===== src/core/p34_pkg.sv =====
/*
  Constants for the port 3 / port 4 pin function select block.
  Assumes a 32-bit APB slave interface and one 50 MHz clock.
*/
// Overview of operation
// Eight-bit RW interrupt pin select register
// Select register cleared by reset, hardware standby
// Select register kept through manual reset
// Select bit 7 routes pin 36 to xint7
// Bits 6..0 route port 4 pins to xint6..0
// Pin 36: xint7 input, else direction controlled
// Open-drain bit makes outputs drive low only
// Pin 35: clock in, clock out, or GPIO
// Pin 32: same clock choice using channel 0
// General-input pins 35, 32 feed external_interrupt_in_5, external_interrupt_in_4
// Software avoids sharing an interrupt pin
// Pin 34 is channel 1 receive when enabled
// Pin 33 is channel 1 transmit when enabled
// Pin 31 is channel 0 receive when enabled
// Pin 30 is channel 0 transmit when enabled
// Port 4 is eight input-only pins
// Direction bit 1 output, 0 input
// Plain output pins drive the data bit
package p34_pkg;

  localparam int P3_W = 7;
  localparam int P4_W = 8;
  localparam int XINT_W = 8;

  // Register byte offsets
  localparam logic [11:0] OFS_IPINSEL = 12'h000;
  localparam logic [11:0] OFS_DDR = 12'h004;
  localparam logic [11:0] OFS_DR = 12'h008;
  localparam logic [11:0] OFS_ODR = 12'h00C;
  localparam logic [11:0] OFS_PORT3 = 12'h010;
  localparam logic [11:0] OFS_PORT4 = 12'h014;

  // Reset values
  localparam logic [7:0] IPINSEL_RST = 8'h00;
  localparam logic [6:0] P3CFG_RST = 7'h00;

  // Select register field positions
  localparam int SEL_XINT7 = 7;

  // Port 3 pin numbers
  localparam int PIN_TX0 = 0;
  localparam int PIN_RX0 = 1;
  localparam int PIN_CK0 = 2;
  localparam int PIN_TX1 = 3;
  localparam int PIN_RX1 = 4;
  localparam int PIN_CK1 = 5;
  localparam int PIN_XI7 = 6;

  // Port 4 pin feeding each of xint6..0
  localparam logic [2:0] P4_MAP [7] = '{3'h0, 3'h1, 3'h2, 3'h3, 3'h4, 3'h6, 3'h7};

endpackage : p34_pkg


===== src/core/p34_reg_if.sv =====
/*
  Carries the pin configuration from the register file to the pin logic.
  Assumes both ends run on the same pclk.
*/
`timescale 1ns/1ps
`default_nettype none
interface p34_reg_if;
  logic [7:0] ipinsel;
  logic [6:0] ddr;
  logic [6:0] dr;
  logic [6:0] odr;
  logic [6:0] p3_read;
  logic [7:0] p4_read;
  modport regs (output ipinsel, ddr, dr, odr, input p3_read, p4_read);
  modport core (input ipinsel, ddr, dr, odr, output p3_read, p4_read);
endinterface : p34_reg_if
`default_nettype wire


===== src/core/p34_pinmux.sv =====
/*
  Pin function select for port 3 (7 pins) and port 4 (8 input pins).
  Assumes serial channel mode bits arrive as levels on pclk and pins
  are already synchronous to pclk.
*/
// The address map and register access over APB were chosen for this implementation.
`timescale 1ns/1ps
`default_nettype none
module p34_pinmux (
  input wire logic pclk,
  input wire logic presetn,
  input wire logic hw_standby,
  input wire logic psel,
  input wire logic penable,
  input wire logic pwrite,
  input wire logic [11:0] paddr,
  input wire logic [31:0] pwdata,
  output logic [31:0] prdata,
  output logic pready,
  output logic pslverr,
  input wire logic [6:0] p3_pin_i,
  output logic [6:0] p3_pin_o,
  output logic [6:0] p3_pin_oe,
  input wire logic [7:0] p4_pin_i,
  input wire logic [1:0] clock_enable_high,
  input wire logic [1:0] clock_enable_low,
  input wire logic [1:0] clocked_mode,
  input wire logic [1:0] receive_enable_bit,
  input wire logic [1:0] transmit_enable_bit,
  input wire logic [1:0] serial_clock_out,
  input wire logic [1:0] transmit_line,
  output logic [1:0] serial_clock_in,
  output logic [1:0] receive_line,
  output logic [7:0] expansion_interrupt_in_n,
  output logic [1:0] external_interrupt_in_n
);
  typedef struct packed {
    logic [6:0] pin_o;
    logic [6:0] pin_oe;
    logic [7:0] xint_n;
    logic [1:0] irq_n;
    logic [1:0] sck_in;
    logic [1:0] rxd;
  } p34_mux_state_type;

  p34_mux_state_type st_ff;
  p34_mux_state_type nxt_st;
  p34_reg_if rif ();
  logic [6:0] fn_in;
  logic [6:0] fn_out;
  logic [6:0] fn_val;
  logic [6:0] cell_o;
  logic [6:0] cell_oe;
  logic [1:0] ck_in;
  logic [1:0] ck_out;

  ////////////////////////////////////////////////////////////////////
  p34_apb_regs u_regs (
    .pclk(pclk),
    .presetn(presetn),
    .hw_standby(hw_standby),
    .psel(psel),
    .penable(penable),
    .pwrite(pwrite),
    .paddr(paddr),
    .pwdata(pwdata),
    .prdata(prdata),
    .pready(pready),
    .pslverr(pslverr),
    .rif(rif.regs)
  );

  ////////////////////////////////////////////////////////////////////
  always_comb begin
    // Clock input outranks clock output on both channels
    ck_in = clock_enable_high; // see
    ck_out = ~clock_enable_high & (clocked_mode | clock_enable_low); // see
    fn_in = 7'h00;
    fn_out = 7'h00;
    fn_val = 7'h00;
    fn_in[p34_pkg::PIN_XI7] = rif.ipinsel[p34_pkg::SEL_XINT7];
    fn_in[p34_pkg::PIN_CK1] = ck_in[1];
    fn_out[p34_pkg::PIN_CK1] = ck_out[1];
    fn_val[p34_pkg::PIN_CK1] = serial_clock_out[1];
    fn_in[p34_pkg::PIN_RX1] = receive_enable_bit[1];
    fn_out[p34_pkg::PIN_TX1] = transmit_enable_bit[1];
    fn_val[p34_pkg::PIN_TX1] = transmit_line[1];
    fn_in[p34_pkg::PIN_CK0] = ck_in[0];
    fn_out[p34_pkg::PIN_CK0] = ck_out[0];
    fn_val[p34_pkg::PIN_CK0] = serial_clock_out[0];
    fn_in[p34_pkg::PIN_RX0] = receive_enable_bit[0];
    fn_out[p34_pkg::PIN_TX0] = transmit_enable_bit[0];
    fn_val[p34_pkg::PIN_TX0] = transmit_line[0];
  end

  for (genvar i = 0; i < p34_pkg::P3_W; i++) begin : g_pin
    p34_pin_cell u_cell (
      .fn_in(fn_in[i]),
      .fn_out(fn_out[i]),
      .fn_val(fn_val[i]),
      .ddr(rif.ddr[i]),
      .dr(rif.dr[i]),
      .odr(rif.odr[i]),
      .pin_o(cell_o[i]),
      .pin_oe(cell_oe[i])
    );
    // Output pins read back the data bit, inputs read the pad
    assign rif.p3_read[i] = rif.ddr[i] ? rif.dr[i] : p3_pin_i[i];
  end
  assign rif.p4_read = p4_pin_i;

  ////////////////////////////////////////////////////////////////////
  always_comb begin
    nxt_st.pin_o = cell_o;
    nxt_st.pin_oe = cell_oe;
    // Unrouted interrupt lines idle high so they never fire
    nxt_st.xint_n[7] = rif.ipinsel[p34_pkg::SEL_XINT7] ? p3_pin_i[p34_pkg::PIN_XI7] : 1'b1;
    for (int k = 0; k < 7; k++) begin
      nxt_st.xint_n[k] = rif.ipinsel[k] ? p4_pin_i[p34_pkg::P4_MAP[k]] : 1'b1;
    end
    // Plain inputs also watch irq lines; sharing is software's problem.
    // Judged by the direction bit, not the enable: an open-drain output
    // releasing its pad for a high is still an output.
    nxt_st.irq_n[1] = (!rif.ddr[p34_pkg::PIN_CK1] && !fn_in[p34_pkg::PIN_CK1]
                       && !fn_out[p34_pkg::PIN_CK1]) ? p3_pin_i[p34_pkg::PIN_CK1] : 1'b1;
    nxt_st.irq_n[0] = (!rif.ddr[p34_pkg::PIN_CK0] && !fn_in[p34_pkg::PIN_CK0]
                       && !fn_out[p34_pkg::PIN_CK0]) ? p3_pin_i[p34_pkg::PIN_CK0] : 1'b1;
    nxt_st.sck_in[1] = ck_in[1] ? p3_pin_i[p34_pkg::PIN_CK1] : 1'b1;
    nxt_st.sck_in[0] = ck_in[0] ? p3_pin_i[p34_pkg::PIN_CK0] : 1'b1;
    // Receivers see an idle mark line while not enabled
    nxt_st.rxd[1] = receive_enable_bit[1] ? p3_pin_i[p34_pkg::PIN_RX1] : 1'b1;
    nxt_st.rxd[0] = receive_enable_bit[0] ? p3_pin_i[p34_pkg::PIN_RX0] : 1'b1;
  end

  always_ff @(posedge pclk or negedge presetn) begin
    if (!presetn) begin
      st_ff <= '{pin_o: 7'h00, pin_oe: 7'h00, xint_n: 8'hFF, irq_n: 2'h3, sck_in: 2'h3, rxd: 2'h3};
    end else begin
      st_ff <= nxt_st;
    end
  end

  assign p3_pin_o = st_ff.pin_o;
  assign p3_pin_oe = st_ff.pin_oe;
  assign expansion_interrupt_in_n = st_ff.xint_n;
  assign external_interrupt_in_n = st_ff.irq_n;
  assign serial_clock_in = st_ff.sck_in;
  assign receive_line = st_ff.rxd;
endmodule : p34_pinmux
`default_nettype wire


===== src/core/p34_pin_cell.sv =====
/*
  One port 3 pad: chooses the driven value and enable for a pin.
  Assumes the caller registers the result.
*/
`timescale 1ns/1ps
`default_nettype none
module p34_pin_cell (
  input wire logic fn_in,
  input wire logic fn_out,
  input wire logic fn_val,
  input wire logic ddr,
  input wire logic dr,
  input wire logic odr,
  output logic pin_o,
  output logic pin_oe
);
  logic drive;
  logic val;

  always_comb begin
    // A peripheral input wins over the direction bit
    drive = !fn_in && (fn_out || ddr);
    val = fn_out ? fn_val : dr;
    // Open drain only ever pulls low; high is left to the pull-up
    pin_oe = drive && !(odr && val);
    pin_o = odr ? 1'b0 : val;
  end
endmodule : p34_pin_cell
`default_nettype wire


===== src/core/p34_apb_regs.sv =====
/*
  APB register file for the pin select and port 3 configuration.
  Assumes a standard APB master on pclk; one wait state per access.
*/
`timescale 1ns/1ps
`default_nettype none
module p34_apb_regs (
  input wire logic pclk,
  input wire logic presetn,
  input wire logic hw_standby,
  input wire logic psel,
  input wire logic penable,
  input wire logic pwrite,
  input wire logic [11:0] paddr,
  input wire logic [31:0] pwdata,
  output logic [31:0] prdata,
  output logic pready,
  output logic pslverr,
  p34_reg_if.regs rif
);
  typedef struct packed {
    logic [7:0] sel;
    logic [6:0] ddr;
    logic [6:0] dr;
    logic [6:0] odr;
    logic [31:0] rdata;
    logic rdy;
    logic err;
  } p34_apb_state_type;

  p34_apb_state_type st_ff;
  p34_apb_state_type nxt_st;
  logic hit;
  logic [31:0] rd;
  logic wr_now;

  ////////////////////////////////////////////////////////////////////
  always_comb begin
    nxt_st = st_ff;
    hit = 1'b1;
    rd = 32'h0000_0000;
    // Write-only direction register reads back zero
    if (paddr == p34_pkg::OFS_IPINSEL) begin
      rd = {24'h00_0000, st_ff.sel};
    end else if (paddr == p34_pkg::OFS_DDR) begin
      rd = 32'h0000_0000;
    end else if (paddr == p34_pkg::OFS_DR) begin
      rd = {25'h000_0000, st_ff.dr};
    end else if (paddr == p34_pkg::OFS_ODR) begin
      rd = {25'h000_0000, st_ff.odr};
    end else if (paddr == p34_pkg::OFS_PORT3) begin
      rd = {25'h000_0000, rif.p3_read};
    end else if (paddr == p34_pkg::OFS_PORT4) begin
      rd = {24'h00_0000, rif.p4_read};
    end else begin
      hit = 1'b0;
    end
    wr_now = psel && penable && st_ff.rdy && pwrite && hit;
    nxt_st.rdy = psel && penable && !st_ff.rdy;
    nxt_st.err = psel && penable && !st_ff.rdy && !hit;
    if (psel && penable && !st_ff.rdy) begin
      nxt_st.rdata = (pwrite || !hit) ? 32'h0000_0000 : rd;
    end
    if (wr_now) begin
      if (paddr == p34_pkg::OFS_IPINSEL) begin
        nxt_st.sel = pwdata[7:0];
      end else if (paddr == p34_pkg::OFS_DDR) begin
        nxt_st.ddr = pwdata[6:0];
      end else if (paddr == p34_pkg::OFS_DR) begin
        nxt_st.dr = pwdata[6:0];
      end else if (paddr == p34_pkg::OFS_ODR) begin
        nxt_st.odr = pwdata[6:0];
      end
    end
    // Hardware standby clears config; manual reset never reaches here
    if (hw_standby) begin
      nxt_st.sel = p34_pkg::IPINSEL_RST; // see
      nxt_st.ddr = p34_pkg::P3CFG_RST;
      nxt_st.dr = p34_pkg::P3CFG_RST;
      nxt_st.odr = p34_pkg::P3CFG_RST;
    end
  end

  always_ff @(posedge pclk or negedge presetn) begin
    if (!presetn) begin
      st_ff <= '{sel: p34_pkg::IPINSEL_RST, ddr: p34_pkg::P3CFG_RST, dr: p34_pkg::P3CFG_RST,
                 odr: p34_pkg::P3CFG_RST, rdata: 32'h0000_0000, rdy: 1'b0, err: 1'b0};
    end else begin
      st_ff <= nxt_st;
    end
  end

  assign prdata = st_ff.rdata;
  assign pready = st_ff.rdy;
  assign pslverr = st_ff.err;
  assign rif.ipinsel = st_ff.sel;
  assign rif.ddr = st_ff.ddr;
  assign rif.dr = st_ff.dr;
  assign rif.odr = st_ff.odr;
endmodule : p34_apb_regs
`default_nettype wire


===== config.mk =====
export PLATFORM = sky130hd
export DESIGN_NAME = p34_pinmux
export DESIGN_NICKNAME = d
export VERILOG_FILES = /design/src/core/p34_pkg.sv /design/src/core/p34_reg_if.sv /design/src/core/p34_pinmux.sv /design/src/core/p34_pin_cell.sv /design/src/core/p34_apb_regs.sv
export SDC_FILE = /design/constraint.sdc
export NUM_CORES = 1
export LEC_CHECK = 0
export ABC_AREA = 1
export BUFFER_PORTS_ARGS = -buffer_cell sky130_fd_sc_hd__buf_2
export CAP_MARGIN = 20
export CORE_ASPECT_RATIO = 0.8
export CORE_MARGIN = 1.5
export CORE_UTILIZATION = 40
export DETAILED_ROUTE_END_ITERATION = 8
export PLACE_DENSITY = 0.77
export SLEW_MARGIN = 25
export SYNTH_ARGS = -nofsm -noshare
export SYNTH_HDL_FRONTEND = slang
export SYNTH_SLANG_ARGS = --single-unit

===== constraint.sdc =====
create_clock -name pclk -period 2.15 [get_ports pclk]
set_input_delay 0.1075 -clock pclk [delete_from_list [all_inputs] [get_ports pclk]]
set_output_delay 0.1075 -clock pclk [all_outputs]
set_load 0.02 [all_outputs]

==> impl_metrics.ini, run 1 <==
[floorplan]
die_area_um2 = 9390
core_area_um2 = 8520
num_rows = 30
initial_core_util_pct = 41.4
dieHeight_um = 87.0
pin_count = 141
die_w_um = 108

[drt]
drc = 0
drt_iter0_markers = 178
wirelength_mm = 8.46
ant_nets = 0
vias_per_cell = 4.60
drtPass1Iterations = 4
num_vias = 3070
routedWlPerCell_um = 12.7

[synth]
ys_seq_elements = 67
synthTopCellsByArea = dfrtp_1, nand2_1, dfstp_2
yosysUniqueCellTypes = 33
seq_area_frac_synth_pct = 48.0
netlist_area_um2 = 3530
synth_top_area_share_pct = 37.6
synth_cells = 437
syn_area_per_cell_um2 = 8.07
yosysWarnings = 0
yosysTopAreaCell = dfrtp_1

[sta]
maxSlewHeadroom_pct = 54.2
fmax_ghz = 0.616
finalCritPeriodShare_pct = 75.6
setup_violations = 0
setup_ws_ns = 0.526
slew_violations = 0
fin_tns_setup_ns = 0
period_minus_slack_ns = 1.62
worst_pin_slew_ns = 0.688
skew_ns = 0.00715
rsz0062_at_grt = false
hold_viol = 0
hold_slack_ns = 0.0202

[hold_path]
hold-path-cell-count = 3
worstHoldStart = penable
hp-class = primary input to flip-flop

[power]
ir_drop_uv = 366
leakagePower_nw = 2.35
p_total_mw = 2.97
power.density_nw_per_um2 = 674

[clock_network]
cts_setup_buffers = 0
clk_pin_slew_ns = 0.07
cts-root-buf = clkbuf_8
htreeDepth = 3
clock_sinks = 67
cts_resized = 0
cts_tree = built
cts_buffers = 9
insertion_delay_ns = 0.35
clockBufferDepth = 2

[placement]
dp.cells = 635
portBuffers = 92
pre_cts_ws_ns = 0.400
routabilityCongestion = 0.882
placed_area_um2 = 4010
dp_hpwl_mm = 6.29

[critical_path]
cp.arrival_ns = 1.84
cp.required_ns = 2.37
startpoint = u_regs.pready
endpoint_kind = flip-flop
rr_startpoint = u_regs.pready
crit_type = flip-flop to flip-flop
r2r_cells = 7
crit_fanout = 14
cp-start-kind = flip-flop

[global_routing]
grt_pass1_wl_mm = 13.5
grt_pass1_vias = 2850
track_usage_pct = 19.1
overflow = 0
antenna_found_initial = 0
grt_max_degree = 40

[finish]
final_cells = 668
antenna_cells = 0
area_growth_pct = 25.1
drive_gt1_share_pct = 30.6
fin_util_pct = 51.7
design_area_um2 = 4410
nets = 630

[job]
cap_viol_max_count = 0

[run_status]
outcome = finished, final reports clean
## critical path, stage by stage, from the launching register on
cell	delay, ns
dfrtp_1	0.37
nand2_1	0.06
nor2_1	0.39
nand2_2	0.09
nand2_1	0.08
nand2_2	0.25
nand2_1	0.18
o21ai_2	0.07
## flip-flops by register name, indices dropped and copies added (netlist names)
signal and flops:
expansion_interrupt_in_n 8, u_regs.prdata 8, u_regs.rif.ipinsel 8, p3_pin_o 7, p3_pin_oe 7, u_regs.rif.ddr 7, u_regs.rif.dr 7, u_regs.rif.odr 7
external_interrupt_in_n 2, receive_line 2, serial_clock_in 2, u_regs.pready 1, u_regs.pslverr 1
## where the power goes
part / total (mW) / switching (mW) / internal [mW] / leakage [nW]
clock network: 1.19 / 0.471 / 0.715 / 0.113
logic: 0.411 / 0.271 / 0.140 / 1.39
registers: 1.37 / 0.0415 / 1.33 / 0.848
total: 2.97 / 0.784 / 2.19 / 2.35
## final timing paths
kind / slack (ns) / end
worst min-delay path: 0.02 / u_regs.pready
worst min register to register: 0.41 / expansion_interrupt_in_n[7]
worst max register to register: 0.53 / u_regs.rif.ddr[0]
min in group asynchronous: 0.34 / u_regs.rif.ipinsel[7]
worst max-delay path: 0.53 / u_regs.rif.ddr[0]
max in group asynchronous: 1.10 / serial_clock_in[0]
## layout by cell type, fill, tap and decap left out, drive strengths merged, types with 4 or more instances in the layout
cell type	count
dfstp	14
clkbuf	12
nand3	37
nand4	4
inv	60
nand2	143
o21ai	39
buf	94
dfrtp	53
or2	8
conb	24
nor2	34
a21oi	7
dlygate4sd3	17
## synthesized netlist by cell type (all sizes together)
cell type and n:
nand3 37, dfstp 14, buf 30, nand2 143
clkinv 1, clkbuf 1, or2 8, conb 1
o21ai 39, dfrtp 53, nor2 34, o31ai 1
inv 60, nand4 4, a21oi 7, o2111ai 2
nor3 1, nor3b 1
## per-layer routing
layer / global-route usage [%] / up-vias / share of wire (%)
met5: 0 / - / 0
met4: 4.55 / 0 / 0.47
met3: 5.76 / 4 / 7.2
met2: 31.3 / 104 / 50
met1: 24.8 / 1422 / 43
li1: - / 1540 / -
## final cells by class
class,instances,area [um2]
timing repair buffer,111,658
multi-input combinational,301,1460
sequential,67,1690
fill,836,4110
clock buffer,12,155
tap,112,140
clock inverter,4,72.6
inverter,61,231
## what timing repair did
action                                  CTS  global route
endpoints found under the setup margin    0             0
endpoints found under the hold margin    36             0
hold buffers                             17             0
## logic make-up (layout without fill, tap and decap cells)
family / after synthesis / after routing / synth area share [%]
simple gates: 228 / 228 / 30.5
buf+inv: 92 / 188 / 13.1
flops: 67 / 67 / 48.0
compound gates: 49 / 49 / 8.30
other cells: 1 / 24 / 0.106
Note: power is estimated with default switching activity, not from simulation.
==> run 2, diff against run 1 <==
==> constraint.sdc (replaced) <==
create_clock -name pclk -period 1.6 [get_ports pclk]
set_input_delay 0.08 -clock pclk [delete_from_list [all_inputs] [get_ports pclk]]
set_output_delay 0.08 -clock pclk [all_outputs]
set_load 0.02 [all_outputs]
==> run 2 against run 1 <==
Against the previous run: clock-buffer cell count is 1 lower; final cell count is 2.8% higher; core utilization grew 1.8 points; via count grew 3.2%; clock power up 19%.
==> impl_metrics.ini, run 2 (synthesis results as in run 1) <==
[run_status]
outcome = finished, final reports clean

[power]
pwr-share-seq_pct = 48.0
leakagePower_nw = 2.44
netSwitchingFraction_pct = 28.1
p_int_mw = 2.77
comb_power_share_pct = 15.1
p_switching_mw = 1.08
ir_drop_uv = 373
p_clk_share_pct = 36.9
p_total_mw = 3.85
power.density_nw_per_um2 = 844

[critical_path]
crit_fanout = 7
endpoint_kind = flip-flop
cp-start-kind = flip-flop
crit_type = flip-flop to flip-flop
cp.required_ns = 1.82
cp.arrival_ns = 1.57

[finish]
multiInputGateArea_um2 = 1460
regArea_um2 = 1690
final_common_cell = nand2_1
antenna_cells = 0
drive_gt1_share_pct = 32.0
fillers = 817
nets = 649
area_growth_pct = 29.5
final_cells = 687
most-common-layout-cells = nand2_1, buf_2, inv_1

[floorplan]
die_area_um2 = 9390
initial_core_util_pct = 41.4
die_w_um = 108
num_rows = 30
dieHeight_um = 87.0
core_area_um2 = 8520
pin_count = 141

[placement]
routabilityCongestion = 0.880
dp.cells = 649
portBuffers = 92
dp_hpwl_mm = 6.33

[sta]
finalCritPeriodShare_pct = 84.2
slew_violations = 0
setup_violations = 0
hold_viol = 0
period_minus_slack_ns = 1.35
skew_ns = 0.00811
rsz0062_at_grt = false
fmax_ghz = 0.742
fin_tns_setup_ns = 0

[drt]
num_vias = 3167
ant_nets = 0
drc = 0
routedWlPerCell_um = 12.7
drtPass1Iterations = 5
wirelength_mm = 8.71
drt_iter0_markers = 231
vias_per_cell = 4.61

[global_routing]
track_usage_pct = 19.3
overflow = 0
antenna_found_initial = 0
grt_pass1_vias = 2886
grt_max_degree = 68
grt_pass1_wl_mm = 13.7

[clock_network]
htreeDepth = 3
cts_setup_buffers = 0
cts_tree = built
cts-root-buf = clkbuf_8
clockBufferDepth = 2
clk_pin_slew_ns = 0.08
insertion_delay_ns = 0.35
clock_sinks = 67
cts_buffers = 9

[hold_path]
hp-class = primary input to flip-flop

[job]
cap_viol_max_count = 0
-- run 2: layer usage --
metal / part of all wire (%) / wire length, um / global-route usage [%] / vias to the layer above
met5: 0 / 0 / 0 / -
met4: 0.94 / 82 / 4.67 / 0
met3: 6.9 / 605 / 5.61 / 10
met2: 48 / 4180 / 32.0 / 126
met1: 44 / 3840 / 25.0 / 1454
li1: - / - / - / 1577
-- run 2: final timing paths --
path / endpoint / from / slack (ns) / depth (start not counted)
min in group asynchronous: p3_pin_oe[1] / presetn / 0.28 / 3
worst max register to register: u_regs.rif.ipinsel[2] / u_regs.pready / 0.25 / 6
worst min register to register: expansion_interrupt_in_n[7] / u_regs.rif.ipinsel[7] / 0.39 / 1
max in group asynchronous: expansion_interrupt_in_n[4] / presetn / 0.99 / 3
worst min-delay path: u_regs.rif.ddr[0] / pwdata[0] / 0.02 / 3
worst max-delay path: u_regs.rif.ipinsel[2] / u_regs.pready / 0.25 / 6
-- run 2: power groups by stage --
stage	registers (mW)	clock network (mW)	logic [mW]
6_report	1.85	1.42	0.582
5_1_grt	1.86	1.55	0.644
4_1_cts	1.85	1.47	0.586
3_5_place_dp	1.88	0	0.543
3_3_place_gp	1.87	0	0.531
2_1_floorplan	1.93	0	0.299
-- run 2: timing repair --
action / 4_1_cts / 5_1_grt
setup endpoints to repair: 0 / 0
endpoints found under the hold margin: 73 / 0
hold buffers: 22 / 0
gates resized for setup: 0 / 0
-- run 2: layout make-up --
cell class              instances  share of cell area [%]
flip-flops and latches         67                    37.1
multi-input cells             301                    31.9
repair buffers                130                    18.4
inverters                      61                    5.07
clock buffers                  11                    3.10
well taps                     112                    3.07
clock inverters                 5                    1.37
-- run 2: worst max-delay path, stage by stage (launching register included) --
cell and delay (ns):
dfrtp_1 0.38, nand2_1 0.06, nor2_1 0.10, buf_4 0.17
nand3_2 0.12, nand2_1 0.26, o21ai_0 0.13
-- run 2: metrics by stage --
step	hold WS [ns]	utilization, %	setup slack [ns]	instance area [um2]
2_1_floorplan	-0.216	-	0.186	3610
3_3_place_gp	0.121	48.6	0.104	4140
3_5_place_dp	0.126	48.6	0.0712	4140
4_1_cts	0.00305	53.6	0.259	4570
5_1_grt	0.0102	53.6	0.144	4570
6_report	0.0159	53.6	0.252	4570
